==> config.mk <==
export PLATFORM = sky130hd
export DESIGN_NAME = mcctb_top
export DESIGN_NICKNAME = d
export VERILOG_FILES = /design/src/logic/mcctb_pkg.sv /design/src/logic/mcctb_top.sv
export VERILOG_INCLUDE_DIRS = /design/src /design/src/logic
export SDC_FILE = /design/constraint.sdc
export NUM_CORES = 1
export LEC_CHECK = 0
export ABC_CLOCK_PERIOD_IN_PS = 6900
export BUFFER_PORTS_ARGS = -buffer_cell sky130_fd_sc_hd__buf_2
export CELL_PAD_IN_SITES_DETAIL_PLACEMENT = 0
export CELL_PAD_IN_SITES_GLOBAL_PLACEMENT = 2
export CORE_ASPECT_RATIO = 0.8
export CORE_MARGIN = 3
export CORE_UTILIZATION = 26
export CTS_BUF_LIST = sky130_fd_sc_hd__clkbuf_8
export CTS_CLUSTER_SIZE = 24
export DETAILED_ROUTE_END_ITERATION = 10
export PLACE_DENSITY = 0.75
export SLEW_MARGIN = 30
export SYNTH_ARGS = -nofsm -noshare
export SYNTH_HDL_FRONTEND = slang
export SYNTH_SLANG_ARGS = --single-unit
==> constraint.sdc <==
create_clock -name pclk -period 6.9 [get_ports pclk]
set_clock_uncertainty 0.15 [all_clocks]
set_input_delay 1.725 -clock pclk [delete_from_list [all_inputs] [get_ports pclk]]
set_output_delay 1.725 -clock pclk [all_outputs]
set_load 0.005 [all_outputs]
==> src/logic/mcctb_consts.svh <==
// Offsets, fields, reset values and counts of the clock/time-base unit.
// Assumes an APB slave with 32-bit data and a 50 MHz pclk.
`ifndef MCCTB_CONSTS_SVH
`define MCCTB_CONSTS_SVH
// Register indices and byte addresses
`define MCCTB_IDX_CTRL_STATUS 8'h2c
`define MCCTB_IDX_BEEP_ADC 8'h2d
`define MCCTB_ADDR_CTRL_STATUS 12'h0b0
`define MCCTB_ADDR_BEEP_ADC 12'h0b4
`define MCCTB_RESET_VAL 8'h00
// Control/status fields
`define MCCTB_BIT_CLKOUT 7
`define MCCTB_BIT_SLOW 4
`define MCCTB_BIT_TBIE 1
`define MCCTB_BIT_TBF 0
// Beep/converter fields
`define MCCTB_BIT_STRETCH 3
`define MCCTB_BIT_ADC_IRQ 2
// Time-base periods in osc-derived clock cycles
`define MCCTB_TB_P0 18'd16000
`define MCCTB_TB_P1 18'd32000
`define MCCTB_TB_P2 18'd80000
`define MCCTB_TB_P3 18'd200000
// Beeper half periods (full tone of 4000, 8000, 16000 cycles)
`define MCCTB_BEEP_H1 14'd2000
`define MCCTB_BEEP_H2 14'd4000
`define MCCTB_BEEP_H3 14'd8000
`endif

==> src/logic/mcctb_pkg.sv <==
// Types shared by the clock/time-base unit.
// Assumes nothing beyond the constants header.
package mcctb_pkg;
   typedef enum logic [1:0] {
      MCCTB_RUN,
      MCCTB_ACTIVE_HALT,
      MCCTB_HALT
   } mcctb_mode_t;
endpackage

==> src/logic/mcctb_top.sv <==
// Main clock control unit: CPU prescaler, clock out, time base, beeper.
// Assumes pclk is the oscillator-derived clock and APB is synchronous.
`include "mcctb_consts.svh"

module mcctb_top
   import mcctb_pkg::*;
(
   input wire logic pclk,
   input wire logic presetn,
   input wire logic psel,
   input wire logic penable,
   input wire logic pwrite,
   input wire logic [11:0] paddr,
   input wire logic [31:0] pwdata,
   output logic [31:0] prdata,
   output logic pready,
   output logic pslverr,
   input wire logic halt_exec,
   input wire logic wake_irq,
   output logic cpu_tick,
   output logic clock_out_pin,
   output logic clock_out_pin_oe,
   output logic beeper_pin,
   output logic beeper_pin_oe,
   output logic timebase_irq,
   output logic adc_sample_stretch,
   output logic adc_irq_enable,
   output logic [1:0] power_mode
);

   // Register fields
   logic clock_out_enable_q;
   logic [1:0] cpu_prescale_sel_q;
   logic slow_select_q;
   logic [1:0] timebase_sel_q;
   logic timebase_irq_enable_q;
   logic timebase_flag_q;
   logic [3:0] beep_ctrl_q;
   mcctb_mode_t mode_q;

   // Internal state
   logic [1:0] tb_active_q;
   logic [17:0] tb_cnt_q;
   logic tb_end;
   logic [3:0] pre_cnt_q;
   logic clk_div_q;
   logic [13:0] beep_cnt_q;
   logic pready_q;
   logic [31:0] prdata_q;
   logic pslverr_q;
   logic access_done;
   logic wr_ok;
   logic rd_csr;
   logic sel_csr;
   logic sel_bcr;

   // Period length of a time-base selection
   function automatic logic [17:0] tb_period(input logic [1:0] sel);
      case (sel)
         2'h0: tb_period = `MCCTB_TB_P0;
         2'h1: tb_period = `MCCTB_TB_P1;
         2'h2: tb_period = `MCCTB_TB_P2;
         default: tb_period = `MCCTB_TB_P3;
      endcase
   endfunction

   // Beeper half period of a beep selection
   function automatic logic [13:0] beep_half(input logic [1:0] sel);
      case (sel)
         2'h1: beep_half = `MCCTB_BEEP_H1;
         2'h2: beep_half = `MCCTB_BEEP_H2;
         default: beep_half = `MCCTB_BEEP_H3;
      endcase
   endfunction

   // Control/status register image
   function automatic logic [7:0] csr_image(input logic [7:0] unused);
      csr_image = {clock_out_enable_q, cpu_prescale_sel_q, slow_select_q,
         timebase_sel_q, timebase_irq_enable_q, timebase_flag_q} | unused;
   endfunction

   // APB decode; accesses finish one cycle into the access phase
   assign sel_csr = (paddr == `MCCTB_ADDR_CTRL_STATUS);
   assign sel_bcr = (paddr == `MCCTB_ADDR_BEEP_ADC);
   assign access_done = psel & penable & pready_q;
   assign wr_ok = access_done & pwrite & (mode_q == MCCTB_RUN);
   assign rd_csr = access_done & ~pwrite & sel_csr
      & (mode_q == MCCTB_RUN);
   assign pready = pready_q;
   assign prdata = prdata_q;
   assign pslverr = pslverr_q & pready_q;

   // Bus handshake and read data capture
   always_ff @(posedge pclk or negedge presetn)
   begin
      if (!presetn)
      begin
         pready_q <= 1'b0;
         prdata_q <= 32'h0000_0000;
         pslverr_q <= 1'b0;
      end
      else
      begin
         pready_q <= psel & penable & ~pready_q;
         if (psel & ~penable)
         begin
            pslverr_q <= ~(sel_csr | sel_bcr);
            if (pwrite)
               prdata_q <= 32'h0000_0000;
            else if (sel_csr)
               prdata_q <= {24'h00_0000, csr_image(8'h00)};
            else if (sel_bcr)
               prdata_q <= {28'h000_0000, beep_ctrl_q};
            else
               prdata_q <= 32'h0000_0000;
         end
      end
   end

   // Control/status writable fields, frozen outside run mode
   always_ff @(posedge pclk or negedge presetn)
   begin
      if (!presetn)
      begin
         clock_out_enable_q <= 1'b0;
         cpu_prescale_sel_q <= 2'h0;
         slow_select_q <= 1'b0;
         timebase_sel_q <= 2'h0;
         timebase_irq_enable_q <= 1'b0;
      end
      else if (wr_ok & sel_csr)
      begin
         clock_out_enable_q <= pwdata[`MCCTB_BIT_CLKOUT];
         cpu_prescale_sel_q <= pwdata[6:5];
         slow_select_q <= pwdata[`MCCTB_BIT_SLOW];
         timebase_sel_q <= pwdata[3:2];
         timebase_irq_enable_q <= pwdata[`MCCTB_BIT_TBIE];
      end
   end

   // Beep/converter register; upper bits are not stored
   always_ff @(posedge pclk or negedge presetn)
   begin
      if (!presetn)
         beep_ctrl_q <= 4'h0;
      else if (wr_ok & sel_bcr)
         beep_ctrl_q <= pwdata[3:0];
   end

   assign adc_sample_stretch = beep_ctrl_q[`MCCTB_BIT_STRETCH];
   assign adc_irq_enable = beep_ctrl_q[`MCCTB_BIT_ADC_IRQ];

   // Time-base counter, stopped only in full halt
   assign tb_end = (tb_cnt_q == tb_period(tb_active_q) - 18'd1);
   always_ff @(posedge pclk or negedge presetn)
   begin
      if (!presetn)
      begin
         tb_cnt_q <= 18'h0_0000;
         tb_active_q <= 2'h0;
      end
      else if (mode_q != MCCTB_HALT)
      begin
         if (tb_end)
         begin
            tb_cnt_q <= 18'h0_0000;
            tb_active_q <= timebase_sel_q;
         end
         else
            tb_cnt_q <= tb_cnt_q + 18'd1;
      end
   end

   // Flag: period end sets, a read clears, set wins
   always_ff @(posedge pclk or negedge presetn)
   begin
      if (!presetn)
         timebase_flag_q <= 1'b0;
      else if (tb_end & (mode_q != MCCTB_HALT))
         timebase_flag_q <= 1'b1;
      else if (rd_csr)
         timebase_flag_q <= 1'b0;
   end

   assign timebase_irq = timebase_flag_q & timebase_irq_enable_q;

   // Power mode: halt entry and wake-up
   always_ff @(posedge pclk or negedge presetn)
   begin
      if (!presetn)
         mode_q <= MCCTB_RUN;
      else
      begin
         case (mode_q)
            MCCTB_RUN:
               if (halt_exec)
                  mode_q <= timebase_irq_enable_q ? MCCTB_ACTIVE_HALT
                     : MCCTB_HALT;
            MCCTB_ACTIVE_HALT:
               if (timebase_irq | wake_irq)
                  mode_q <= MCCTB_RUN;
            MCCTB_HALT:
               if (wake_irq)
                  mode_q <= MCCTB_RUN;
            default:
               mode_q <= MCCTB_RUN;
         endcase
      end
   end

   assign power_mode = mode_q;

   // CPU prescaler and clock-out divider
   always_ff @(posedge pclk or negedge presetn)
   begin
      if (!presetn)
      begin
         pre_cnt_q <= 4'h0;
         clk_div_q <= 1'b0;
      end
      else
      begin
         pre_cnt_q <= pre_cnt_q + 4'h1;
         clk_div_q <= ~clk_div_q;
      end
   end

   // One tick per CPU clock: every cycle, or every 2..16 in slow mode
   always_comb
   begin
      logic [3:0] mask;
      mask = 4'h0;
      case (cpu_prescale_sel_q)
         2'h0: mask = 4'h1;
         2'h1: mask = 4'h3;
         2'h2: mask = 4'h7;
         default: mask = 4'hf;
      endcase
      if (mode_q != MCCTB_RUN)
         cpu_tick = 1'b0;
      else if (!slow_select_q)
         cpu_tick = 1'b1;
      else
         cpu_tick = ((pre_cnt_q & mask) == mask);
   end

   // Clock-out pin, silenced in halt modes
   assign clock_out_pin = clk_div_q;
   assign clock_out_pin_oe = clock_out_enable_q
      & (mode_q == MCCTB_RUN);

   // Beeper tone generator, running in active halt too
   always_ff @(posedge pclk or negedge presetn)
   begin
      if (!presetn)
      begin
         beep_cnt_q <= 14'h0000;
         beeper_pin <= 1'b0;
      end
      else if (beep_ctrl_q[1:0] == 2'h0 || mode_q == MCCTB_HALT)
      begin
         beep_cnt_q <= 14'h0000;
         beeper_pin <= 1'b0;
      end
      else if (beep_cnt_q >= beep_half(beep_ctrl_q[1:0]) - 14'd1)
      begin
         beep_cnt_q <= 14'h0000;
         beeper_pin <= ~beeper_pin;
      end
      else
         beep_cnt_q <= beep_cnt_q + 14'd1;
   end

   assign beeper_pin_oe = (beep_ctrl_q[1:0] != 2'h0);

   // Checks
   AST_CLKOUT_ON: assert property (@(posedge pclk) disable iff (!presetn)
      clock_out_pin_oe |-> clock_out_enable_q)
      else $error("clock out without enable");
   AST_CLKOUT_AHALT: assert property (@(posedge pclk) disable iff (!presetn)
      mode_q == MCCTB_ACTIVE_HALT |-> !clock_out_pin_oe)
      else $error("clock out in active halt");
   AST_SLOW_DIV2: assert property (@(posedge pclk) disable iff (!presetn)
      (mode_q == MCCTB_RUN && slow_select_q && cpu_prescale_sel_q == 2'h0
      && cpu_tick && !(wr_ok && sel_csr)) |=> !cpu_tick)
      else $error("divide by two wrong");
   AST_NORMAL_TICK: assert property (@(posedge pclk) disable iff (!presetn)
      (mode_q == MCCTB_RUN && !slow_select_q) |-> cpu_tick)
      else $error("normal mode tick missing");
   AST_TB_WRAP: assert property (@(posedge pclk) disable iff (!presetn)
      (tb_end && mode_q != MCCTB_HALT) |=> tb_cnt_q == 18'h0_0000
      && tb_active_q == $past(timebase_sel_q))
      else $error("time base wrap wrong");
   AST_TB_HOLD: assert property (@(posedge pclk) disable iff (!presetn)
      !tb_end |=> $stable(tb_active_q))
      else $error("time base changed mid period");
   AST_FLAG_SET: assert property (@(posedge pclk) disable iff (!presetn)
      (tb_end && mode_q != MCCTB_HALT) |=> timebase_flag_q)
      else $error("flag not set");
   AST_FLAG_CLR: assert property (@(posedge pclk) disable iff (!presetn)
      (rd_csr && !tb_end) |=> !timebase_flag_q)
      else $error("flag not cleared by read");
   AST_IRQ: assert property (@(posedge pclk) disable iff (!presetn)
      (rd_csr && !tb_end) |=> !timebase_irq)
      else $error("irq not dropped after read");
   AST_HALT_ENTRY: assert property (@(posedge pclk) disable iff (!presetn)
      (mode_q == MCCTB_RUN && halt_exec) |=> mode_q ==
      ($past(timebase_irq_enable_q) ? MCCTB_ACTIVE_HALT : MCCTB_HALT))
      else $error("halt entry wrong");
   AST_HALT_FREEZE: assert property (@(posedge pclk) disable iff (!presetn)
      (mode_q == MCCTB_HALT) |=> $stable(tb_cnt_q)
      && $stable(beep_ctrl_q))
      else $error("halt not frozen");
   AST_AHALT_COUNT: assert property (@(posedge pclk) disable iff (!presetn)
      (mode_q == MCCTB_ACTIVE_HALT && !tb_end) |=> tb_cnt_q ==
      $past(tb_cnt_q) + 18'd1)
      else $error("active halt not counting");
endmodule

==> results of run 1 <==
[placed cells by master, fill, tap and decap left out, types with 4 or more instances in the layout]
| cell | netlist | layout |
|---|---|---|
| a21oi_1 | 10 | 10 |
| and2_1 | 4 | 4 |
| and3_1 | 4 | 4 |
| buf_2 | 3 | 46 |
| clkbuf_8 | 0 | 11 |
| conb_1 | 1 | 24 |
| dfrtp_1 | 64 | 64 |
| ha_1 | 12 | 12 |
| inv_1 | 13 | 13 |
| mux2_2 | 5 | 5 |
| mux2_4 | 6 | 6 |
| mux2i_1 | 6 | 6 |
| nand2_1 | 39 | 39 |
| nand3_1 | 16 | 16 |
| nand4_1 | 8 | 8 |
| nor2_1 | 34 | 34 |
| nor3_1 | 14 | 14 |
| o21ai_0 | 16 | 16 |
| or3_1 | 4 | 4 |
| xnor2_1 | 13 | 13 |
| xor2_1 | 12 | 12 |
[state kept, by name (all words and copies together) (netlist names)]
signal	cells
beeper_pin	1
timebase_sel_q	2
pready	1
beep_cnt_q	14
timebase_flag_q	1
slow_select_q	1
beep_ctrl_q	4
prdata	8
timebase_irq_enable_q	1
power_mode	2
clock_out_pin	1
tb_active_q	2
tb_cnt_q	18
clock_out_enable_q	1
cpu_prescale_sel_q	2
pslverr_q	1
pre_cnt_q	4
[layer usage]
metal	vias to the layer above	GRT usage, %	part of all wire, %
met2	65	15.23	42
met4	0	3.237	1.2
met5	-	0	0
met3	5	2.150	5.4
met1	1170	14.35	52
li1	1260	-	-
[through the flow]
stage | hold slack [ns] | power [mW]
2_1_floorplan | 0.2674 | 0.5214
3_3_place_gp | 0.2517 | 0.5493
3_5_place_dp | 0.2584 | 0.5528
4_1_cts | 0.2698 | 0.8935
5_1_grt | 0.2862 | 0.9291
6_report | 0.2656 | 0.8766
[how the worst max path moves through the flow]
stage                               from                           endpoint  cells past startpoint
3_3_place_gp                    paddr[1]  timebase_irq_enable_q$_DFFE_PN0P_                      5
3_5_place_dp                    paddr[1]     clock_out_enable_q$_DFFE_PN0P_                      5
5_1_grt        power_mode[0]$_DFFE_PN0P_                           cpu_tick                      3
2_1_floorplan                   paddr[1]     clock_out_enable_q$_DFFE_PN0P_                      4
6_report       power_mode[0]$_DFFE_PN0P_                           cpu_tick                      3
4_1_cts        power_mode[0]$_DFFE_PN0P_                           cpu_tick                      3
[cell type report]
cell class	count	area (µm²)
flip-flops and latches	64	1602
multi-input cells	264	1694
repair buffers	47	237.7
inverters	13	48.80
clock inverters	5	55.05
well taps	175	219.0
clock buffers	11	151.4
fillers	1367	9001
[cells in the mapped netlist (all sizes together), types with 2 or more instances]
library cell | n | area [µm²]
xnor2 | 13 | 113.9
nor4 | 2 | 27.53
o21ai | 18 | 90.09
or3 | 4 | 25.02
nor2b | 2 | 15.02
xor2 | 12 | 105.1
buf | 29 | 214.0
ha | 12 | 150.1
clkbuf | 4 | 15.01
nand4 | 9 | 62.56
mux2i | 6 | 60.06
dfrtp | 64 | 1602
nand3 | 17 | 90.09
nor2 | 34 | 127.6
and4b | 2 | 20.02
nand2 | 39 | 146.4
nand2b | 2 | 12.51
inv | 13 | 48.80
and3 | 4 | 25.02
mux2 | 12 | 157.7
nor3b | 2 | 15.01
a21oi | 10 | 50.05
nor3 | 16 | 90.09
and2 | 4 | 25.02
[where the power goes]
group,leakage [nW],total [mW],internal (mW),switching [mW]
clock,0.101,0.332,0.185,0.147
combinational,0.925,0.103,0.0476,0.0558
sequential,0.846,0.441,0.404,0.0371
total,1.87,0.877,0.637,0.240
[cell families after synthesis]
logic type | share of synthesized area [%]
xor gates and xnor gates | 6.279
DFF | 45.93
muxes | 6.243
AOI/OAI and AO/OA | 6.998
other | 0.1075
and+or+nand+nor | 21.89
adders and majority gates | 4.593
buffers and inverters | 7.965
[critical path, delay by kind of cell (launching register included)]
family                 cells  cell delay [ns]
buffers and inverters      1             0.15
DFF                        1             0.46
and+or+nand+nor            1             0.38
AOI/OAI and AO/OA          1             0.25
==> results.toml, run 1 <==
[setup_path]
startpoint_type = "register"
worstSetupEndpointType = "output pin"
worstPathArrival_ns = 1.58
rr_startpoint = "beep_ctrl_q[1]$_DFFE_PN0P_"
crit_fanout = 7
reg2reg_to = "beeper_pin$_DFFE_PN0P_"
worst-setup-path-type = "register to output pin"
critPathSlowestCell = "dfrtp_1"
crit_chain = "nor2_1 > a21boi_0 > buf_2"
rrSetupSlack_ns = 4.27
cpPeakStageDelay_ns = 0.46
crit_required_ns = 5.03
r2r_cells = 8

[layout]
area_growth_syn_to_layout_pct = 14.93
diodes = 0
instances_no_fill = 579
final_util_pct = 30.81
drive_gt1_share_pct = 20.79
fin_nets = 462
final_area_mm2 = 0.004008

[timing]
relSlewSlack_pct = 45.51
tightestPinTransition_ns = 0.8174
fmax_ghz = 0.2895
tns_ns = 0
min_period_ns = 3.454
grt_setup_unrepaired = "false"
period_share_pct = 50.06
fin_ws_ns = 3.446
setup_violations = 0
finalMaxSlewViolations = 0
hold_viol = 0

[die]
start_util_pct = 26.81
rows = 37
design.portCount = 95
die_w_um = 135.5
dieArea_mm2 = 0.01485
core_mm2 = 0.01301
chipHeight_um = 109.6

[global_route]
grt_usage_pct = 10.06
grt_overflow = 0
antenna_found_initial = 0
grt_pass1_wl_mm = 12.08
grt_pass1_vias = 2442
grt_max_degree = 65

[logic_synthesis]
synth_flop_cell = "dfrtp_1"
ys_ff_latch = 64
seq_area_frac_synth_pct = 45.93
yosys.cell_types.count = 55
ys_async_sr_fraction_pct = 100.0
synth_area_per_cell_um2 = 9.935
syn_area_mm2 = 0.003487
synthCells = 351
synth_edf_count = 0
yosys_warnings = 0

[power]
p_leak_nw = 1.872
max-vdd-ir-drop_v = 0.00009648
powerDensity_mw_per_mm2 = 218.7

[place]
gp_congestion = 0.7647
port-buffer-count = 46
pre_cts_slack_ns = 3.315
dp.cells = 563
dp.final_hpwl_mm = 5.186
placed_cell_area_mm2 = 0.003801

[cts]
clkSinkCount = 64
ctsHoldBuffers = 0
cts-buffers-inserted = 9
path_clk_slew_ns = 0.07
cts_resized = 0
clockBufferDepth = 2
postCtsSetupBuffers = 0
root_buffer = "clkbuf_8"
cts-htree-levels = 3
cts_tree = "yes"
clkLatencyLatePin_ns = 0.34

[route]
drtIter0Drc = 121
dr_total_vias = 2500
drc_errors = 0
firstDrtPassIters = 4
ant_nets = 0
vias_per_cell = 4.318
wirelength_mm = 7.099
wl_per_cell_um = 12.26

[worst_hold_path]
min_to = "clock_out_pin$_DFF_PN0_"
hold_path.class = "register to register"
min-delay-start = "clock_out_pin$_DFF_PN0_"
holdPathStages = 1

[run_status]
outcome = "complete, no violations"

[flow_run]
maxCapViolations = 0
No activity file was read; power rests on OpenSTA's default activity.
==> run 2, diff against run 1 <==
--- a/config.mk
+++ b/config.mk
@@ -6,7 +6,7 @@
 export SDC_FILE = /design/constraint.sdc
 export NUM_CORES = 1
 export LEC_CHECK = 0
-export ABC_CLOCK_PERIOD_IN_PS = 6900
+export ABC_CLOCK_PERIOD_IN_PS = 3140
 export BUFFER_PORTS_ARGS = -buffer_cell sky130_fd_sc_hd__buf_2
 export CELL_PAD_IN_SITES_DETAIL_PLACEMENT = 0
 export CELL_PAD_IN_SITES_GLOBAL_PLACEMENT = 2
@@ -16,7 +16,7 @@
 export CTS_BUF_LIST = sky130_fd_sc_hd__clkbuf_8
 export CTS_CLUSTER_SIZE = 24
 export DETAILED_ROUTE_END_ITERATION = 10
-export PLACE_DENSITY = 0.75
+export PLACE_DENSITY = 0.78
 export SLEW_MARGIN = 30
 export SYNTH_ARGS = -nofsm -noshare
 export SYNTH_HDL_FRONTEND = slang
==> constraint.sdc (replaced) <==
create_clock -name pclk -period 3.14 [get_ports pclk]
set_clock_uncertainty 0.15 [all_clocks]
set_input_delay 0.785 -clock pclk [delete_from_list [all_inputs] [get_ports pclk]]
set_output_delay 0.785 -clock pclk [all_outputs]
set_load 0.005 [all_outputs]
==> run 2 against run 1 <==
  * Sequential share of layout area about the same
  * Non-clock buffer count grew 3
  * Flip-flop and latch count did not move
  * Register-to-register slack worse by 3.6 ns
  * Power up 110%
  * First-iteration DRC count is 50% higher
  * Critical path depth rose by 2
  * Core utilization is essentially flat
  * Highest routed layer unchanged
==> results.toml, run 2 (same netlist as run 1, synthesis figures left out) <==
[run_status]
outcome = "complete, no violations"

[setup_path]
startpoint_type = "register"
worstSetupEndpointType = "output pin"
crit_required_ns = 2.20
reg2reg_to = "beeper_pin$_DFFE_PN0P_"
worstPathArrival_ns = 1.50
cp-startpoint = "cpu_prescale_sel_q[1]$_DFFE_PN0P_"
worst-setup-path-type = "register to output pin"
cp-endpoint = "cpu_tick"
r2r_cells = 8
rr_startpoint = "beep_ctrl_q[1]$_DFFE_PN0P_"
crit_fanout = 3
rrSetupSlack_ns = 0.71

[global_route]
grt_pass1_wl_mm = 11.89
antenna_found_initial = 0
grt_pass1_vias = 2305
grt_usage_pct = 10.06
grt_overflow = 0
grt_max_degree = 65

[timing]
finalMaxSlewViolations = 0
tightestPinTransition_ns = 0.4990
relSlewSlack_pct = 66.47
min_period_ns = 2.440
setup_violations = 0
fmax_ghz = 0.4098
grt_setup_unrepaired = "false"
period_share_pct = 77.70
hold_viol = 0
tns_ns = 0

[cts]
cts-htree-levels = 3
cts_resized = 0
clkSinkCount = 64
ctsHoldBuffers = 0
clkLatencyLatePin_ns = 0.33
cts-buffers-inserted = 9
cts_tree = "yes"
clockBufferDepth = 2
path_clk_slew_ns = 0.07
root_buffer = "clkbuf_8"
postCtsSetupBuffers = 0

[die]
rows = 37
die_w_um = 135.5
dieArea_mm2 = 0.01485
start_util_pct = 26.81
chipHeight_um = 109.6
design.portCount = 95
core_mm2 = 0.01301

[layout]
top_register = "tb_cnt_q"
final_common_cell = "dfrtp_1"
largest_register_ffs = 18
final_area_mm2 = 0.004003
final_cell_mix = "64 x dfrtp_1, 46 x buf_2, 39 x nand2_1"
area_growth_syn_to_layout_pct = 14.78
fin_nets = 465
diodes = 0
drive_gt1_share_pct = 20.64

[route]
dr_total_vias = 2519
vias_per_cell = 4.328
drtIter0Drc = 181
firstDrtPassIters = 4
wl_per_cell_um = 12.26
wirelength_mm = 7.133
ant_nets = 0
drc_errors = 0

[worst_hold_path]
hold_path.class = "register to register"

[place]
gp_congestion = 0.7469
dp.final_hpwl_mm = 5.284
placed_cell_area_mm2 = 0.003836
port-buffer-count = 46

[power]
powerDensity_mw_per_mm2 = 449.9
max-vdd-ir-drop_v = 0.0002685
p_leak_nw = 1.887

[flow_run]
maxCapViolations = 0
run 2: worst min-delay path by stage:
stage                               to  slack, ns  cells after the start                     from
2_1_floorplan  clock_out_pin$_DFF_PN0_       0.27                      1  clock_out_pin$_DFF_PN0_
3_3_place_gp   clock_out_pin$_DFF_PN0_       0.26                      1  clock_out_pin$_DFF_PN0_
3_5_place_dp   clock_out_pin$_DFF_PN0_       0.26                      1  clock_out_pin$_DFF_PN0_
4_1_cts        clock_out_pin$_DFF_PN0_       0.27                      1  clock_out_pin$_DFF_PN0_
5_1_grt        clock_out_pin$_DFF_PN0_       0.29                      1  clock_out_pin$_DFF_PN0_
6_report       clock_out_pin$_DFF_PN0_       0.26                      1  clock_out_pin$_DFF_PN0_
run 2: area by class of cell:
class	instances	area, µm²
clock buffers	10	137.6
well taps	175	219.0
inverters	13	48.80
clock inverters	6	28.78
multi-input cells	264	1694
fillers	1321	9006
flip-flops and latches	64	1602
repair buffers	50	272.8
run 2: critical path: stages (launching register included):
cell      delay [ns]
dfrtp_1         0.40
inv_1           0.07
o21ai_0         0.07
a221o_1         0.29
a21boi_0        0.19
buf_2           0.15
run 2: power by group:
part | internal, mW | switching [mW] | leakage, nW
Sequential | 0.888 | 0.0818 | 0.846
Clock | 0.297 | 0.303 | 0.0958
Combinational | 0.109 | 0.122 | 0.945
Total | 1.29 | 0.507 | 1.89
run 2: per-layer routing:
layer / up-vias / GRT usage (%) / wire (µm)
li1: 1264 / - / -
met1: 1183 / 14.84 / 3665
met3: 9 / 2.150 / 325
met2: 63 / 14.42 / 3031
met5: - / 0 / 0
met4: 0 / 3.669 / 110
run 2: stage by stage:
step / total power, mW / hold slack (ns) / instances / setup WS [ns] / utilization, %
4_1_cts: 1.835 / 0.2714 / 582 / 0.6308 / 30.77
3_5_place_dp: 1.222 / 0.2607 / 566 / 0.5223 / 29.49
3_3_place_gp: 1.215 / 0.2602 / 566 / 0.5321 / 29.49
2_1_floorplan: 1.146 / 0.2674 / 374 / 0.8311 / -
6_report: 1.801 / 0.2649 / 582 / 0.7001 / 30.77
5_1_grt: 1.908 / 0.2862 / 582 / 0.5360 / 30.77
==> run 3, diff against run 2 <==
--- a/config.mk
+++ b/config.mk
@@ -6,7 +6,7 @@
 export SDC_FILE = /design/constraint.sdc
 export NUM_CORES = 1
 export LEC_CHECK = 0
-export ABC_CLOCK_PERIOD_IN_PS = 3140
+export ABC_CLOCK_PERIOD_IN_PS = 2300
 export BUFFER_PORTS_ARGS = -buffer_cell sky130_fd_sc_hd__buf_2
 export CELL_PAD_IN_SITES_DETAIL_PLACEMENT = 0
 export CELL_PAD_IN_SITES_GLOBAL_PLACEMENT = 2
@@ -16,7 +16,7 @@
 export CTS_BUF_LIST = sky130_fd_sc_hd__clkbuf_8
 export CTS_CLUSTER_SIZE = 24
 export DETAILED_ROUTE_END_ITERATION = 10
-export PLACE_DENSITY = 0.78
+export PLACE_DENSITY = 0.75
 export SLEW_MARGIN = 30
 export SYNTH_ARGS = -nofsm -noshare
 export SYNTH_HDL_FRONTEND = slang
==> constraint.sdc (replaced) <==
create_clock -name pclk -period 2.3 [get_ports pclk]
set_clock_uncertainty 0.15 [all_clocks]
set_input_delay 0.575 -clock pclk [delete_from_list [all_inputs] [get_ports pclk]]
set_output_delay 0.575 -clock pclk [all_outputs]
set_load 0.005 [all_outputs]
==> run 3 against run 2 <==
  * Via count is 1.9% higher
  * First-iteration DRC count is 3.9% lower
  * Final cell count is 2.9% higher
  * Flip-flop and latch count stayed put
  * Critical endpoint is now beeper_pin$_DFFE_PN0P_
  * Highest routed layer unchanged
==> results.toml, run 3 (same netlist as run 1, synthesis figures left out) <==
[setup_path]
cpPeakStageDelay_ns = 0.45
crit_fanout = 3
startpoint_type = "register"
worstPathArrival_ns = 2.32
crit_chain = "ha_4 > ha_1 > and4b_1 > nand3_2 > or3_4 > o2111ai_4 > mux2_4"
worstSetupEndpointType = "register"
critPathSlowestCell = "dfrtp_2"
worst-setup-path-type = "register to register"
crit_required_ns = 2.39

[layout]
final_area_mm2 = 0.004289
fin_nets = 482
diodes = 0
top_register = "tb_cnt_q"
num-fill-cells = 1334
largest_register_ffs = 18
drive_gt1_share_pct = 27.36
final_common_cell = "dfrtp_1"
area_growth_syn_to_layout_pct = 23.00
final_cell_mix = "63 x dfrtp_1, 46 x buf_2, 39 x nand2_1"

[cts]
clkLatencyLatePin_ns = 0.35
cts_tree = "yes"
cts-buffers-inserted = 9
cts-htree-levels = 3
ctsHoldBuffers = 0
root_buffer = "clkbuf_8"
path_clk_slew_ns = 0.08
clkSinkCount = 64
clockBufferDepth = 2

[die]
start_util_pct = 26.81
chipHeight_um = 109.6
core_mm2 = 0.01301
rows = 37
dieArea_mm2 = 0.01485
design.portCount = 95
die_w_um = 135.5

[timing]
finalMaxSlewViolations = 0
fmax_ghz = 0.4486
setup_violations = 0
relSlewSlack_pct = 61.80
tightestPinTransition_ns = 0.5730
period_share_pct = 96.93
hold_viol = 0
min_period_ns = 2.229

[flow_run]
maxCapViolations = 0

[global_route]
grt_pass1_wl_mm = 12.11
antenna_found_initial = 0
grt_pass1_vias = 2390
grt_overflow = 0
grt_usage_pct = 10.32
grt_max_degree = 28

[place]
gp_congestion = 0.7726
port-buffer-count = 46
placed_cell_area_mm2 = 0.003956
dp.final_hpwl_mm = 5.635

[worst_hold_path]
hold_path.class = "primary input to async pin"

[power]
p_total_mw = 2.869
combPwrFrac_pct = 12.0
p_leak_nw = 1.997
max-vdd-ir-drop_v = 0.0002991
p_switching_uw = 768.2
powerDensity_mw_per_mm2 = 669.0
seqPwrFrac_pct = 46.2
netSwitchingFraction_pct = 26.77
p_int_mw = 2.101
p_clk_share_pct = 41.9

[route]
wl_per_cell_um = 12.75
drc_errors = 0
dr_total_vias = 2566
drtIter0Drc = 174
wirelength_mm = 7.636
vias_per_cell = 4.284
ant_nets = 0
firstDrtPassIters = 4

[run_status]
outcome = "complete, no violations"
-- run 3: worst paths after layout --
path | from | end | slack, ns | cells past startpoint
worst max-delay path | beep_ctrl_q[0]$_DFFE_PN0P_ | beeper_pin$_DFFE_PN0P_ | 0.07 | 7
worst min-delay path | presetn | tb_cnt_q[12]$_DFFE_PN0P_ | 0.07 | 1
worst max register to register | beep_ctrl_q[0]$_DFFE_PN0P_ | beeper_pin$_DFFE_PN0P_ | 0.07 | 7
worst min register to register | clock_out_pin$_DFF_PN0_ | clock_out_pin$_DFF_PN0_ | 0.28 | 1
max in group asynchronous | presetn | tb_cnt_q[7]$_DFFE_PN0P_ | 1.29 | 2
min in group pclk | clock_out_pin$_DFF_PN0_ | clock_out_pin$_DFF_PN0_ | 0.28 | 1
-- run 3: layout make-up --
| type | count | area [µm²] | area share (%) |
|---|---|---|---|
| clock buffers | 9 | 123.9 | 2.888 |
| clock inverters | 7 | 120.1 | 2.800 |
| inverters | 13 | 48.80 | 1.138 |
| multi-input cells | 264 | 1770 | 41.28 |
| flip-flops and latches | 64 | 1603 | 37.37 |
| well taps | 175 | 219.0 | 5.105 |
| repair buffers | 67 | 404.1 | 9.422 |
-- run 3: power by group through the flow --
stage | combinational, mW | clock (mW) | sequential, mW
final | 0.343 | 1.20 | 1.32
after global placement | 0.330 | 0 | 1.34
after floorplan | 0.250 | 0 | 1.31
after CTS | 0.336 | 1.23 | 1.32
after global routing | 0.394 | 1.28 | 1.34
after detailed placement | 0.337 | 0 | 1.35
-- run 3: through the flow --
step | hold slack [ns] | TNS, ns | setup WS [ns] | std cells | utilization (%)
floorplan | 0.1294 | 0 | 0.04291 | 374 | -
global placement | 0.2544 | -0.006038 | -0.006038 | 582 | 30.41
detailed placement | 0.2550 | -0.05794 | -0.03507 | 582 | 30.41
CTS | 0.07434 | 0 | 0.008993 | 598 | 32.48
global route | 0.09202 | -0.01554 | -0.01554 | 599 | 32.97
finish | 0.07028 | 0 | 0.07068 | 599 | 32.97
-- run 3: critical path, delay by kind of cell, from the launching register on --
| family | cells | cell delay (ns) |
|---|---|---|
| and+or+nand+nor | 3 | 0.66 |
| DFF | 1 | 0.45 |
| muxes | 1 | 0.32 |
| AOI/OAI and AO/OA | 1 | 0.09 |
| adders and majority gates | 2 | 0.45 |
-- run 3: routing by layer --
metal / share of wire, % / GRT usage (%) / wire length (µm) / up-vias
met2: 43 / 15.20 / 3255 / 61
met4: 1.4 / 3.237 / 104 / 0
met1: 50 / 14.84 / 3838 / 1194
li1: - / - / - / 1301
met3: 5.7 / 2.653 / 437 / 10
met5: 0 / 0 / 0 / -
-- run 3: repair_timing --
item,in CTS,in global routing
setup endpoints to repair,9,16
buffers inserted,0,1
pin swaps,0,1
gates resized for setup,3,14
